### src/pss_pkg.sv
package pss_pkg;
   // ==========================================
   // register map (byte addresses)
   localparam logic [7:0] PSS_SUMMARY_ADDR = 8'h40;
   localparam logic [7:0] PSS_IRQ_STATUS_ADDR = 8'h00;
   localparam logic [7:0] PSS_IRQ_ENABLE_ADDR = 8'h04;
   localparam logic [7:0] PSS_IRQ_CLEAR_ADDR = 8'h08;
   localparam logic [7:0] PSS_CONTROL_ADDR = 8'h0C;
   localparam logic [7:0] PSS_READ_STROBE_ADDR = 8'h10;
   // management register indices; reads of all but PSS_IDX_SUMMARY clear summary bits
   localparam logic [7:0] PSS_IDX_SUMMARY = 8'h10;
   localparam logic [7:0] PSS_IDX_BASIC_STATUS = 8'h01;
   localparam logic [7:0] PSS_IDX_AN_EXPANSION = 8'h06;
   localparam logic [7:0] PSS_IDX_INT_STATUS = 8'h12;
   localparam logic [7:0] PSS_IDX_FALSE_CARRIER = 8'h14;
   localparam logic [7:0] PSS_IDX_RX_ERROR = 8'h15;
   localparam logic [7:0] PSS_IDX_TEN_MBPS = 8'h1A;
   // summary field positions
   localparam int PSS_B_RSVD = 15;
   localparam int PSS_B_XOVER = 14;
   localparam int PSS_B_RXERR = 13;
   localparam int PSS_B_POL = 12;
   localparam int PSS_B_FCS = 11;
   localparam int PSS_B_SD = 10;
   localparam int PSS_B_LOCK = 9;
   localparam int PSS_B_PAGE = 8;
   localparam int PSS_B_INT = 7;
   localparam int PSS_B_RF = 6;
   // control field positions
   localparam int PSS_C_XAUTO = 0;
   localparam int PSS_C_XFORCE = 1;
   localparam int PSS_C_SDQUAL = 2;
   localparam logic [2:0] PSS_CONTROL_RESET = 3'h1;
   localparam int PSS_NIRQ = 5;
   localparam logic [15:0] PSS_SUMMARY_RESET = 16'h0000;
endpackage : pss_pkg

### src/pss_summary.sv
`timescale 1ns/1ps
module pss_summary
   import pss_pkg::*;
(
   input wire logic aclk,
   input wire logic aresetn,
   input wire logic [7:0] s_axi_awaddr,
   input wire logic s_axi_awvalid,
   output logic s_axi_awready,
   input wire logic [31:0] s_axi_wdata,
   input wire logic [3:0] s_axi_wstrb,
   input wire logic s_axi_wvalid,
   output logic s_axi_wready,
   output logic [1:0] s_axi_bresp,
   output logic s_axi_bvalid,
   input wire logic s_axi_bready,
   input wire logic [7:0] s_axi_araddr,
   input wire logic s_axi_arvalid,
   output logic s_axi_arready,
   output logic [31:0] s_axi_rdata,
   output logic [1:0] s_axi_rresp,
   output logic s_axi_rvalid,
   input wire logic s_axi_rready,
   input wire logic pair_swap_auto,
   input wire logic rx_error_event,
   input wire logic polarity_inverted_event,
   input wire logic false_carrier_event,
   input wire logic raw_signal_detect,
   input wire logic descrambler_lock,
   input wire logic page_received_event,
   input wire logic internal_interrupt_event,
   input wire logic remote_fault_event,
   output logic irq
);

   // ==========================================
   // pin synchronisers
   logic [8:0] sync1;
   logic [8:0] sync2;
   logic [8:0] raw_in;
   assign raw_in = {pair_swap_auto, rx_error_event, polarity_inverted_event,
      false_carrier_event, raw_signal_detect, descrambler_lock,
      page_received_event, internal_interrupt_event, remote_fault_event};
   always_ff @(posedge aclk) begin
      if (!aresetn) begin
         sync1 <= 9'h000;
         sync2 <= 9'h000;
      end else begin
         sync1 <= raw_in;
         sync2 <= sync1;
      end
   end
   logic s_swap, s_rxe, s_pol, s_fc, s_sd, s_lock, s_page, s_int, s_rf;
   assign {s_swap, s_rxe, s_pol, s_fc, s_sd, s_lock, s_page, s_int, s_rf} =
      sync2;

   // ==========================================
   // axi4-lite slave
   logic [7:0] aw_q;
   logic aw_have;
   logic [31:0] w_q;
   logic w_have;
   logic w_strb0;
   logic do_write;
   logic do_read;
   logic [2:0] control;
   logic [PSS_NIRQ-1:0] irq_status;
   logic [PSS_NIRQ-1:0] irq_enable;
   logic [PSS_NIRQ-1:0] irq_clear;
   logic [7:0] mgmt_read_idx;
   logic mgmt_read;
   logic [15:0] summary;

   assign s_axi_awready = !aw_have && !s_axi_bvalid;
   assign s_axi_wready = !w_have && !s_axi_bvalid;
   assign do_write = aw_have && w_have && !s_axi_bvalid;
   assign s_axi_arready = !s_axi_rvalid;
   assign do_read = s_axi_arvalid && s_axi_arready;

   always_ff @(posedge aclk) begin
      if (!aresetn) begin
         aw_have <= 1'b0;
         aw_q <= 8'h00;
      end else if (s_axi_awvalid && s_axi_awready) begin
         aw_have <= 1'b1;
         aw_q <= s_axi_awaddr;
      end else if (do_write) begin
         aw_have <= 1'b0;
      end
   end

   always_ff @(posedge aclk) begin
      if (!aresetn) begin
         w_have <= 1'b0;
         w_q <= 32'h00000000;
         w_strb0 <= 1'b0;
      end else if (s_axi_wvalid && s_axi_wready) begin
         w_have <= 1'b1;
         w_q <= s_axi_wdata;
         // every field sits in the low byte, so only lane 0 gates a write
         w_strb0 <= s_axi_wstrb[0];
      end else if (do_write) begin
         w_have <= 1'b0;
      end
   end

   // summary address is read-only; writes there are ignored with okay
   always_ff @(posedge aclk) begin
      if (!aresetn) begin
         s_axi_bvalid <= 1'b0;
         s_axi_bresp <= 2'h0;
      end else if (do_write) begin
         s_axi_bvalid <= 1'b1;
         if (aw_q == PSS_IRQ_ENABLE_ADDR || aw_q == PSS_IRQ_CLEAR_ADDR ||
             aw_q == PSS_CONTROL_ADDR || aw_q == PSS_READ_STROBE_ADDR ||
             aw_q == PSS_SUMMARY_ADDR || aw_q == PSS_IRQ_STATUS_ADDR) begin
            s_axi_bresp <= 2'h0;
         end else begin
            s_axi_bresp <= 2'h2;
         end
      end else if (s_axi_bready) begin
         s_axi_bvalid <= 1'b0;
      end
   end

   function automatic logic wr_hit(input logic [7:0] a);
      return do_write && (aw_q == a) && w_strb0;
   endfunction : wr_hit

   always_ff @(posedge aclk) begin
      if (!aresetn) begin
         control <= PSS_CONTROL_RESET;
         irq_enable <= '0;
      end else if (wr_hit(PSS_CONTROL_ADDR)) begin
         control <= w_q[2:0];
      end else if (wr_hit(PSS_IRQ_ENABLE_ADDR)) begin
         irq_enable <= w_q[PSS_NIRQ-1:0];
      end
   end

   assign irq_clear = wr_hit(PSS_IRQ_CLEAR_ADDR) ? w_q[PSS_NIRQ-1:0] : '0;
   // management-side reads of other registers arrive as index writes
   assign mgmt_read = wr_hit(PSS_READ_STROBE_ADDR);
   assign mgmt_read_idx = w_q[7:0];

   always_ff @(posedge aclk) begin
      if (!aresetn) begin
         s_axi_rvalid <= 1'b0;
         s_axi_rdata <= 32'h00000000;
         s_axi_rresp <= 2'h0;
      end else if (do_read) begin
         s_axi_rvalid <= 1'b1;
         s_axi_rresp <= 2'h0;
         if (s_axi_araddr == PSS_SUMMARY_ADDR) begin
            s_axi_rdata <= {16'h0000, summary};
         end else if (s_axi_araddr == PSS_IRQ_STATUS_ADDR) begin
            s_axi_rdata <= {27'h0000000, irq_status};
         end else if (s_axi_araddr == PSS_IRQ_ENABLE_ADDR) begin
            s_axi_rdata <= {27'h0000000, irq_enable};
         end else if (s_axi_araddr == PSS_CONTROL_ADDR) begin
            s_axi_rdata <= {29'h0000000, control};
         end else if (s_axi_araddr == PSS_IRQ_CLEAR_ADDR ||
                      s_axi_araddr == PSS_READ_STROBE_ADDR) begin
            s_axi_rdata <= 32'h00000000;
         end else begin
            s_axi_rdata <= 32'h00000000;
            s_axi_rresp <= 2'h2;
         end
      end else if (s_axi_rready) begin
         s_axi_rvalid <= 1'b0;
      end
   end

   // ==========================================
   // summary bits
   logic clr_rx, clr_fc, clr_pol, clr_page, clr_int, clr_rf, sum_rd;
   assign clr_rx = mgmt_read && mgmt_read_idx == PSS_IDX_RX_ERROR;
   assign clr_fc = mgmt_read && mgmt_read_idx == PSS_IDX_FALSE_CARRIER;
   assign clr_pol = mgmt_read && mgmt_read_idx == PSS_IDX_TEN_MBPS;
   assign clr_page = mgmt_read && mgmt_read_idx == PSS_IDX_AN_EXPANSION;
   assign clr_int = mgmt_read && mgmt_read_idx == PSS_IDX_INT_STATUS;
   assign clr_rf = mgmt_read && mgmt_read_idx == PSS_IDX_BASIC_STATUS;
   assign sum_rd = do_read && s_axi_araddr == PSS_SUMMARY_ADDR;

   logic crossover_state, rx_err, pol, fcs, sd_lat, lock_lat, page, intp, rf;
   logic sd_qual;
   // force wins over auto; with auto alone the bit follows the algorithm
   always_ff @(posedge aclk) begin
      if (!aresetn) begin
         crossover_state <= 1'b0;
      end else if (control[PSS_C_XFORCE]) begin
         crossover_state <= 1'b1;
      end else if (control[PSS_C_XAUTO]) begin
         crossover_state <= s_swap;
      end else begin
         crossover_state <= 1'b0;
      end
   end

   // set wins over clear in every latch below
   always_ff @(posedge aclk) begin
      if (!aresetn) begin
         rx_err <= 1'b0;
         fcs <= 1'b0;
         pol <= 1'b0;
         page <= 1'b0;
         intp <= 1'b0;
         rf <= 1'b0;
      end else begin
         rx_err <= s_rxe | (rx_err & !clr_rx);
         fcs <= s_fc | (fcs & !clr_fc);
         pol <= s_pol | (pol & !clr_pol);
         page <= s_page | (page & !clr_page);
         intp <= s_int | (intp & !clr_int);
         rf <= s_rf | (rf & !clr_rf);
      end
   end

   assign sd_qual = control[PSS_C_SDQUAL] ? (s_sd & s_lock) : s_sd;
   // latched low: a drop holds zero until the summary is read, then resamples
   always_ff @(posedge aclk) begin
      if (!aresetn) begin
         sd_lat <= 1'b0;
         lock_lat <= 1'b0;
      end else if (sum_rd) begin
         sd_lat <= sd_qual;
         lock_lat <= s_lock;
      end else begin
         sd_lat <= sd_lat & sd_qual;
         lock_lat <= lock_lat & s_lock;
      end
   end

   always_comb begin
      summary = PSS_SUMMARY_RESET;
      summary[PSS_B_RSVD] = 1'b0;
      summary[PSS_B_XOVER] = crossover_state;
      summary[PSS_B_RXERR] = rx_err;
      summary[PSS_B_POL] = pol;
      summary[PSS_B_FCS] = fcs;
      summary[PSS_B_SD] = sd_lat;
      summary[PSS_B_LOCK] = lock_lat;
      summary[PSS_B_PAGE] = page;
      summary[PSS_B_INT] = intp;
      summary[PSS_B_RF] = rf;
   end

   // ==========================================
   // interrupt status: rx error, false carrier, remote fault, page, int
   logic [PSS_NIRQ-1:0] ev;
   assign ev = {s_int, s_page, s_rf, s_fc, s_rxe};
   always_ff @(posedge aclk) begin
      if (!aresetn) begin
         irq_status <= '0;
      end else begin
         irq_status <= ev | (irq_status & ~irq_clear);
      end
   end
   assign irq = |(irq_status & irq_enable);
endmodule : pss_summary

### config.mk
export PLATFORM = sky130hd
export DESIGN_NAME = pss_summary
export DESIGN_NICKNAME = d
export VERILOG_FILES = /design/src/pss_pkg.sv /design/src/pss_summary.sv
export SDC_FILE = /design/constraint.sdc
export NUM_CORES = 1
export LEC_CHECK = 0
export ABC_AREA = 1
export BUFFER_PORTS_ARGS = -buffer_cell sky130_fd_sc_hd__buf_2
export CAP_MARGIN = 15
export CORE_ASPECT_RATIO = 0.6
export CORE_MARGIN = 4
export CORE_UTILIZATION = 41
export CTS_CLUSTER_SIZE = 28
export DETAILED_ROUTE_END_ITERATION = 10
export PLACE_DENSITY = 0.63
export REMOVE_ABC_BUFFERS = 1
export SYNTH_ARGS = -nofsm -noshare
export SYNTH_HDL_FRONTEND = slang
export SYNTH_SLANG_ARGS = --single-unit
### constraint.sdc
create_clock -name aclk -period 3.5 [get_ports aclk]
set_clock_uncertainty 0.2 [all_clocks]
set_input_delay 0.175 -clock aclk [delete_from_list [all_inputs] [get_ports aclk]]
set_output_delay 0.175 -clock aclk [all_outputs]
set_load 0.02 [all_outputs]
==> results of run 1 <==
-- cells in the mapped netlist (all sizes together) --
cell type   n  area share, %
o21ai      35            5.4
nand2      87             11
dfxtp      77             48
conb        1           0.12
a31oi       1           0.19
nand3b      2           0.85
inv        50            5.8
o21a        1           0.23
nand3      15            2.3
buf        31            7.2
nor2       50            7.6
o211ai      2           0.46
a221oi      1           0.27
nand4       6            1.2
clkbuf      2           0.23
nor3        2           0.46
a21oi      49            8.6
-- registers in the layout, indices dropped and copies added (netlist names), 3 cells and up --
signal,cells
sync1,9
s_axi_rdata,14
sync2,9
irq_status,5
w_q,8
aw_q,8
irq_enable,5
control,3
-- final cells by class --
type                            count  area share, %
Sequential cell                    77           37.6
Multi-Input combinational cell    271           32.7
Timing Repair Buffer               93           15.1
Clock buffer                       12           6.26
Inverter                           50           4.58
Tap cell                          104           3.18
Clock inverter                      4          0.550
-- cell families after synthesis --
kind of cell    after synthesis  share of synthesized area, %
other cells                   1                         0.116
flops                        77                          47.6
compound gates               89                          15.2
buf+inv                      83                          13.2
simple gates                162                          23.9
-- cells in the final DEF, fill, tap and decap left out, types with 15 or more instances in the layout --
cell           count
a21oi_1           40
buf_2             62
conb_1            20
dfxtp_1           77
dlygate4sd3_1     30
inv_1             48
nand2_1           71
nand2_2           15
nand3_1           15
nor2_1            38
o21ai_0           21
-- layer usage --
layer | share of wire (%) | vias up
met1 | 49 | 1223
met3 | 8.1 | 13
met5 | 0 | -
li1 | - | 1449
met2 | 42 | 97
met4 | 1.4 | 0
-- critical path, stage by stage --
cell           delay (ns)
dlygate4sd3_1        0.53
buf_2                0.13
inv_1                0.07
nand3_1              0.10
nor3_2               0.79
o21ai_0              0.16
nor2_1               0.12
-- final timing paths --
check	from	cells past startpoint	slack, ns	end
max	s_axi_araddr[4]	7	1.46	lock_lat
min	s_axi_araddr[2]	3	0.08	s_axi_rresp[1]
max reg2reg	s_axi_rvalid	5	1.52	lock_lat
min reg2reg	sync1[1]	2	0.21	sync2[1]
-- power by group through the flow --
stage | sequential (mW) | clock (mW) | combinational (mW)
global route | 0.950 | 0.924 | 0.255
floorplan | 0.960 | 0 | 0.134
global placement | 0.963 | 0 | 0.196
detailed placement | 0.964 | 0 | 0.200
CTS | 0.945 | 0.881 | 0.227
finish | 0.946 | 0.856 | 0.227
-- what timing repair did --
action,in CTS,in global routing
hold endpoints to repair,29,0
gates resized for setup,0,0
hold buffers,30,0
-- through the flow --
stage               utilization (%)  cell area [sq um]  setup slack [ns]  power (mW)  instances
floorplan                         -               3070              1.69        1.09        398
global placement               47.0               3520              1.51        1.16        565
detailed placement             47.0               3520              1.48        1.16        565
CTS                            54.8               4100              1.41        2.05        611
global route                   54.8               4100              1.22        2.13        611
finish                         54.8               4100              1.46        2.03        611
==> key figures, run 1 <==
Global route
  • Largest net degree at the start of global routing: 48
  • Vias in the first global route: roughly 2.6k
  • Grt met3 use: under 10%
  • Met1 Track Usage GR: a little over a fifth
  • Initial antenna violation count: 0
  • GRT overflow: 0
  • Total track usage: about 16%
  • GRT busiest layer: met2
  • First-pass GRT wire length: between 10000 and 15000 microns
  • Met2 track demand over resource: between 20% and 30%

Synth
  • Post-synthesis register bit count: 77
  • Number of library cell types mapped by synthesis: 29
  • Mapped cell area: between 3000 and 4000 sq um
  • Post-Syn Area per Cell: 7.86 sq um
  • Post-synthesis sequential area ratio: a little under half
  • Ys Warns: 0
  • Post-Syn Instances: a little over 400

Die
  • Rows: 24
  • DIE AREA: ~9400 sq um
  • I/O pins: 110
  • Core area: approximately 7500 sq um
  • Die width: 123 microns
  • Die Y: about 77 microns
  • Initial core utilization: 43.3%

Clocking
  • Skew-Pair Late Insertion Delay: roughly 0.33 ns
  • CTS tree: done
  • Htree depth: 3
  • # Post-CTS Setup Buffers: 0
  • CTS Sinks: between 70 and 80
  • Clock transition at path regs: roughly 0.06 ns
  • Clock buffer count from CTS: 9
  • Clock buffer depth: 2
  • Clk root buf: clkbuf_16

Routing
  • Aggregate routed wire length: 7290 microns
  • Drt initial violations: ~170
  • # DRC: 0
  • Routed Antenna Nets: 0
  • Via count: around 2.8k
  • Drt via density: 4.55
  • Detailed Routing Iterations Pass 1: 4
  • Wirelength per Cell: approximately 12 microns

Power and ir drop
  • Switching Power: around 0.5 mW
  • PD cells: 495 nW/um^2
  • Maximum VDD drop: between 0.3 and 0.4 mV
  • Lkg Pwr: about 1.9 nW
  • Combinational power share: about 11%
  • Reg power frac: approximately 47%
  • Int Pwr: approximately 1.5 mW
  • Clock share of power: between 40% and 50%
  • Sw Ratio: about a quarter

Finish
  • Sequential Area: approximately 1500 sq um
  • Layout cell share with drive strength beyond 1: between 20% and 30%
  • Multi-input gate area: between 1000 and 1500 sq um
  • FILL cells: roughly 710
  • N_diodes: 0
  • Nets: 570
  • Layout area overhead: 26.5%

STA
  • Hold slack: about 0.078 ns
  • Final Setup Violations: 0
  • Slew @ Worst Pin: about 1.1 ns
  • Tmin final: 2.04 ns
  • Max Clock Freq: 491 MHz
  • Relative slew slack: between 20% and 30%
  • Max-slew violation count: 0
  • Fin crit share: between 50 and 60%
  • RSZ-0062 raised after global routing: no
  • Hold Violations, Final: 0
  • Setup TNS: 0 ns

Run status
  • Status: finished clean

Worst setup path
  • Critical path data required time: approximately 3.6 ns
  • Endpoint class of the critical path: register
  • WS Path Type: primary input to register
  • Worst path arrival time: between 2 and 2.5 ns
  • Worst Setup Start Kind: primary input
  • CP Max Fanout: 11

Placed design
  • Post-DP HPWL: between 5000 and 6000 microns
  • Port bufs: 62
  • Placer Congestion: a little under 0.9

Run
  • Max-cap viol count: 0

Worst hold path
  • Hold Crit Class: primary input to register
Power figures use the tool's default switching activity.
==> run 2: changes to the inputs <==
--- a/config.mk
+++ b/config.mk
@@ -13,7 +13,7 @@
 export CORE_UTILIZATION = 41
 export CTS_CLUSTER_SIZE = 28
 export DETAILED_ROUTE_END_ITERATION = 10
-export PLACE_DENSITY = 0.63
+export PLACE_DENSITY = 0.66
 export REMOVE_ABC_BUFFERS = 1
 export SYNTH_ARGS = -nofsm -noshare
 export SYNTH_HDL_FRONTEND = slang
==> constraint.sdc (replaced) <==
create_clock -name aclk -period 1.8 [get_ports aclk]
set_clock_uncertainty 0.2 [all_clocks]
set_input_delay 0.09 -clock aclk [delete_from_list [all_inputs] [get_ports aclk]]
set_output_delay 0.09 -clock aclk [all_outputs]
set_load 0.02 [all_outputs]
==> run 2 against run 1 <==
  * Global-route usage is 0.21 points lower
  * Die area unchanged
  * Critical path depth unchanged
==> key figures, run 2 (synthesis gave the netlist of run 1 again) <==
Worst setup path
  • Worst path arrival time: 1.73 ns (-0.37 ns)
  • Crit path launch: s_axi_araddr[4]
  • Crit-path cells: dlygate4sd3_1, buf_2, inv_1, nand2_1, o21ai_1, dlygate4sd3_1, a31oi_1
  • Slowest library cell on the worst path: dlygate4sd3_1
  • Worst Setup Start Kind: primary input
  • Crit path buffers/inverters: 4 (+1)
  • Crit-path max cell delay: 0.57 ns (-0.22 ns)
  • Family with the most delay on the worst path: buffers and inverters
  • CP Max Fanout: 3 (-8)
  • Endpoint class of the critical path: register
  • WS Path Type: primary input to register
  • Critical path data required time: 1.85 ns (-1.71 ns)
  • CP dominant cell by count: dlygate4sd3_1
  • Reg2reg start: s_axi_rvalid

STA
  • Final Setup Violations: 0 (unchanged)
  • Fin crit share: 93.2%
  • Tmin final: 1.68 ns
  • Max-slew violation count: 0 (unchanged)
  • Setup slack after layout: 0.122 ns (-1.34 ns)
  • Max Clock Freq: between 500 and 600 MHz
  • Hold Violations, Final: 0 (unchanged)
  • RSZ-0062 raised after global routing: no

Power and ir drop
  • Int Pwr: 3.17 mW (+110%)
  • Combinational power share: 11.1% (about the same)
  • Lkg Pwr: 1.97 nW (+3.5%)
  • PD cells: 981 nW/um^2 (+98%)
  • Switching Power: 1.01 mW (+98%)
  • Reg power frac: 43.9% (-2.7 points)
  • Maximum VDD drop: 0.553 mV (+45%)
  • Sw Ratio: 24.2% (-1.0 points)
  • Clock share of power: 45.0% (+2.8 points)

Global route
  • Total track usage: 16.0% (-0.21 points)
  • First-pass GRT wire length: 11900 microns (-0.98%)
  • GRT overflow: 0 (unchanged)
  • Initial antenna violation count: 0 (unchanged)
  • Vias in the first global route: 2633 (+1.4%)
  • Largest net degree at the start of global routing: 31 (-35%)

Die
  • Die width: 123 microns (unchanged)
  • Core area: 7480 sq um (unchanged)
  • Initial core utilization: 43.3% (unchanged)
  • Die Y: 76.8 microns (unchanged)
  • I/O pins: 110 (unchanged)
  • Rows: 24 (unchanged)
  • DIE AREA: 9430 sq um (unchanged)

Routing
  • Aggregate routed wire length: 7240 microns (-0.69%)
  • Routed Antenna Nets: 0 (unchanged)
  • # DRC: 0 (unchanged)
  • Wirelength per Cell: 11.6 microns (-2.8%)
  • Drt via density: 4.50 (-1.2%)
  • Via count: 2807 (+0.90%)
  • Detailed Routing Iterations Pass 1: 4 (unchanged)
  • Drt initial violations: 146 (-12%)

Clocking
  • Htree depth: 3 (unchanged)
  • CTS Sinks: 77 (unchanged)
  • CTS tree: done
  • Clk root buf: clkbuf_16
  • Clock buffer count from CTS: 9 (unchanged)
  • Clock transition at path regs: 0.06 ns (about the same)
  • # Post-CTS Setup Buffers: 0 (unchanged)
  • Clock buffer depth: 2 (unchanged)
  • Skew-Pair Late Insertion Delay: 0.33 ns (about the same)

Finish
  • Layout area overhead: 31.8%
  • Fin util: 57.1% (+2.3 points)
  • Largest Register: s_axi_rdata
  • Commonest non-fill, non-tap cell in the layout: dfxtp_1
  • N_diodes: 0 (unchanged)
  • Largest register FFs: 14 (unchanged)
  • Layout cell share with drive strength beyond 1: 23.7% (+0.18 points)
  • Final cell count without fillers: 624 (+2.1%)
  • Largest regs: s_axi_rdata (14), sync1 (9), sync2 (9)
  • FILL cells: 730 (+3.1%)
  • Nets: 583 (+2.3%)
  • Commonest cells after routing, fill and taps aside: 77 x dfxtp_1, 71 x nand2_1, 62 x buf_2

Run status
  • Status: finished clean

Worst hold path
  • Hold path start: s_axi_wvalid
  • Hold Crit Class: primary input to register

Placed design
  • DP Cell Count: 568 (+0.53%)
  • Post-DP HPWL: 5130 microns (+1.6%)
  • Setup WS pre-CTS: 0.309 ns (-1.17 ns)
  • Placer Congestion: 0.855 (-1.3%)
  • Port bufs: 62 (unchanged)

Run
  • Max-cap viol count: 0 (unchanged)
[run 2: metal layers]
metal  GRT usage [%]  up-vias  share of wire [%]
li1                -     1475                  -
met1            21.0     1246                 47
met2            24.1       82                 45
met3            6.91        4                7.2
met4            3.69        0               0.55
met5               0        -                  0
[run 2: final cells by class]
type	instances	area [sq um]	area share [%]
flip-flops and latches	77	1540	36.1
multi-input cells	271	1340	31.4
repair buffers	106	753	17.6
clock buffers	9	225	5.28
inverters	50	188	4.40
well taps	104	130	3.05
clock inverters	7	90.1	2.11
[run 2: stage by stage]
step	setup TNS [ns]	power [mW]	hold slack, ns	area [sq um]
final	0	4.19	0.0459	4270
after global placement	0	2.26	0.0723	3550
after detailed placement	0	2.27	0.0749	3550
after CTS	0	4.22	0.0413	4270
after floorplan	-0.00728	2.13	-0.0165	3070
after global routing	0	4.38	0.0680	4270
[run 2: worst paths after layout]
path | to | cells past startpoint | slack, ns
hold reg to reg | sync2[2] | 2 | 0.21
hold / removal | w_q[3] | 3 | 0.05
setup reg to reg | s_axi_rresp[1] | 5 | 0.13
setup / recovery | s_axi_rresp[1] | 7 | 0.12
[run 2: tightest hold or removal path, stage by stage]
cell and delay [ns]:
buf_2 0.08, nand2_2 0.18, a21oi_1 0.18
[run 2: power groups by stage]
stage	Sequential [mW]	Clock (mW)	Combinational (mW)
detailed placement	1.87	0	0.397
global placement	1.87	0	0.387
finish	1.84	1.88	0.464
CTS	1.84	1.92	0.466
global route	1.85	2.01	0.522
floorplan	1.87	0	0.261
[run 2: what timing repair did]
action,in CTS,in global routing
endpoints found under the setup margin,0,1
hold buffers,40,0
endpoints found under the hold margin,32,0
resized for setup,0,1
==> run 3: changes to the inputs <==
--- a/config.mk
+++ b/config.mk
@@ -5,7 +5,6 @@
 export SDC_FILE = /design/constraint.sdc
 export NUM_CORES = 1
 export LEC_CHECK = 0
-export ABC_AREA = 1
 export BUFFER_PORTS_ARGS = -buffer_cell sky130_fd_sc_hd__buf_2
 export CAP_MARGIN = 15
 export CORE_ASPECT_RATIO = 0.6
==> run 3 against run 2 <==
  * Final cell count shrank 12%
  * Power shrank 5.9%
  * Die area shrank 3.0%
  * Fmax shrank 2.8%
  * Non-clock buffer count is the same
  * Combinational power shrank 16%
  * Sequential share of layout area grew 0.98 points
  * Critical path depth shrank 1
  * Via count shrank 8.9%
  * Synthesized area shrank 3.3%
  * Setup slack lost 0.048 ns
  * Clock-buffer cell count grew 3
  * Critical endpoint is now s_axi_rdata[2]
==> key figures, run 3 <==
Synth
  • Asr flop ratio synth: 0% (unchanged)
  • Main area contributors after synthesis: dfxtp_1 49%, nand2_1 7.9%, a21boi_0 6.0%
  • Synth top area share: 49.2% (+1.6 points)
  • Post-synthesis register bit count: 77 (unchanged)
  • Post-Syn Instances: 341 (-17%)
  • Ys Warns: 0 (unchanged)
  • Number of library cell types mapped by synthesis: 41 (+41%)
  • Post-Syn Area per Cell: 9.18 sq um (+17%)
  • Synth top cells by count: 77 x dfxtp_1, 66 x nand2_1, 25 x a21boi_0, 21 x and2_1, 20 x buf_4
  • Ys flop type: dfxtp_1
  • Post-synthesis sequential area ratio: 49.2% (+1.6 points)
  • Number of flops mapped to enable cells by yosys: 0 (unchanged)
  • Most common cell in the netlist: dfxtp_1
  • Mapped cell area: 3130 sq um (-3.3%)
  • Post-synth top area cell: dfxtp_1

Die
  • DIE AREA: 9150 sq um (-3.0%)
  • Die Y: 75.7 microns (-1.5%)
  • Initial core utilization: 42.7% (-0.56 points)
  • Die width: 121 microns (-1.5%)
  • Rows: 24 (unchanged)
  • Core area: 7330 sq um (-2.0%)
  • I/O pins: 110 (unchanged)

Placed design
  • DP Cell Count: 499 (-12%)
  • Placer Congestion: 0.765 (-11%)
  • Port bufs: 62 (unchanged)
  • Post-DP HPWL: 5070 microns (-1.2%)

Power and ir drop
  • Switching Power: 0.889 mW (-12%)
  • Maximum VDD drop: 0.510 mV (-7.8%)
  • Int Pwr: 3.05 mW (-3.9%)
  • Total Power: 3.94 mW (-5.9%)
  • Combinational power share: 9.9% (-1.2 points)
  • Sw Ratio: 22.6% (-1.6 points)
  • Lkg Pwr: 1.80 nW (-8.7%)
  • PD cells: 948 nW/um^2 (-3.3%)
  • Clock share of power: 43.5% (-1.5 points)
  • Reg power frac: 46.6% (+2.7 points)

Clocking
  • Skew-Pair Late Insertion Delay: 0.33 ns (about the same)
  • Clock buffer count from CTS: 9 (unchanged)
  • Clock transition at path regs: 0.05 ns (about the same)
  • CTS tree: done
  • CTS Sinks: 77 (unchanged)
  • Clock buffer depth: 2 (unchanged)
  • Htree depth: 3 (unchanged)
  • Clk root buf: clkbuf_16

Worst setup path
  • Critical path data required time: 1.81 ns (-0.04 ns)
  • CP Max Fanout: 8 (+5)
  • Endpoint class of the critical path: register
  • Reg2Reg Setup Slack: 0.09 ns (-0.04 ns)
  • WS Path Type: primary input to register
  • Worst Setup Start Kind: primary input
  • Worst path arrival time: 1.74 ns (about the same)

Finish
  • Largest Register: s_axi_rdata
  • Layout cell share with drive strength beyond 1: 20.9% (-2.8 points)
  • Final cell count without fillers: 550 (-12%)
  • Nets: 511 (-12%)
  • FILL cells: 675 (-7.5%)
  • N_diodes: 0 (unchanged)
  • Layout area overhead: 32.7%
  • Commonest cells after routing, fill and taps aside: 77 x dfxtp_1, 66 x nand2_1, 62 x buf_2
  • Largest register FFs: 14 (unchanged)
  • Largest regs: s_axi_rdata (14), sync1 (9), sync2 (9)
  • Commonest non-fill, non-tap cell in the layout: dfxtp_1

Global route
  • Total track usage: 16.8% (+0.88 points)
  • First-pass GRT wire length: 11900 microns (-0.12%)
  • Largest net degree at the start of global routing: 46 (+48%)
  • GRT overflow: 0 (unchanged)
  • Vias in the first global route: 2482 (-5.7%)
  • Initial antenna violation count: 0 (unchanged)

STA
  • Hold Violations, Final: 0 (unchanged)
  • Max-slew violation count: 0 (unchanged)
  • Hold slack: 0.0150 ns (-0.0309 ns)
  • Final Setup Violations: 0 (unchanged)
  • Fin crit share: 95.9% (+2.7 points)
  • Setup TNS: 0 ns (unchanged)
  • Max Clock Freq: 579 MHz (-2.8%)
  • Tmin final: 1.73 ns (+0.0480 ns)
  • RSZ-0062 raised after global routing: yes

Routing
  • Drt via density: 4.65 (+3.3%)
  • Routed Antenna Nets: 0 (unchanged)
  • Detailed Routing Iterations Pass 1: 4 (unchanged)
  • Drt initial violations: 141 (-3.4%)
  • # DRC: 0 (unchanged)
  • Aggregate routed wire length: 7160 microns (-1.1%)
  • Wirelength per Cell: 13.0 microns (+12%)
  • Via count: 2556 (-8.9%)

Worst hold path
  • Hold Crit Class: primary input to register

Run
  • Max-cap viol count: 0 (unchanged)

Run status
  • Status: finished clean
## run 3: cell types whose count changed in the layout (fill, tap and decap cells not counted), moves of 9 or more
cell,before,now
nor2b_1,0,14
nor2_1,38,11
nand2_2,15,1
a22oi_1,0,10
mux2i_1,0,10
o21ai_1,15,0
a21oi_1,40,4
nand3_1,15,3
inv_1,48,6
and2_1,0,21
a21oi_2,9,0
a21boi_0,0,25
## run 3: cell families after synthesis
group	share of synthesized area (%)
and+or+nand+nor	23.7
DFF	49.2
AOI/OAI and AO/OA	16.3
buffers and inverters	7.51
muxes	3.20
other	0.120
## run 3: routing by layer
layer / GRT usage (%) / share of wire, % / vias up
met5: 0 / 0 / -
met4: 6.16 / 1.3 / 0
met2: 25.5 / 42 / 59
li1: - / - / 1320
met1: 22.5 / 50 / 1168
met3: 6.01 / 6.1 / 9
## run 3: power groups by stage
| stage | clock network [mW] | logic (mW) | registers [mW] |
|---|---|---|---|
| floorplan | 0 | 0.191 | 1.86 |
| global route | 1.84 | 0.440 | 1.84 |
| global placement | 0 | 0.318 | 1.87 |
| detailed placement | 0 | 0.326 | 1.87 |
| finish | 1.71 | 0.391 | 1.84 |
| CTS | 1.76 | 0.383 | 1.83 |
## run 3: worst max-delay path, stage by stage
cell           delay (ns)
dlygate4sd3_1        0.53
buf_2                0.17
or3_4                0.42
or3_4                0.35
nor2_1               0.10
o31ai_1              0.08
## run 3: cell type report
| type | count | area (sq um) | share of cell area, % |
|---|---|---|---|
| tap | 104 | 130 | 3.13 |
| timing repair buffer | 106 | 741 | 17.8 |
| multi-input combinational | 243 | 1440 | 34.6 |
| sequential | 77 | 1540 | 37.1 |
| inverter | 6 | 22.5 | 0.542 |
| clock buffer | 12 | 246 | 5.93 |
| clock inverter | 2 | 35.0 | 0.843 |
## run 3: worst paths after layout
path	from	endpoint	depth (start not counted)
hold reg to reg	sync1[2]	sync2[2]	1
setup reg to reg	aw_q[7]	control[2]	4
hold / removal	s_axi_araddr[2]	s_axi_rresp[1]	3
setup / recovery	s_axi_araddr[3]	s_axi_rdata[2]	6
## run 3: per-stage QoR
stage	util (%)	setup WS [ns]	area, sq um
after floorplan	-	0.0761	2990
after global placement	47.7	0.108	3500
after detailed placement	47.7	0.0764	3500
after CTS	56.3	0.0310	4130
after global routing	56.7	-0.0145	4160
final	56.7	0.0737	4160
## run 3: what timing repair did
item,CTS,global route
endpoints found under the setup margin,0,23
gates resized for setup,0,3
endpoints found under the hold margin,39,0
hold buffers,35,0
setup buffers,0,2
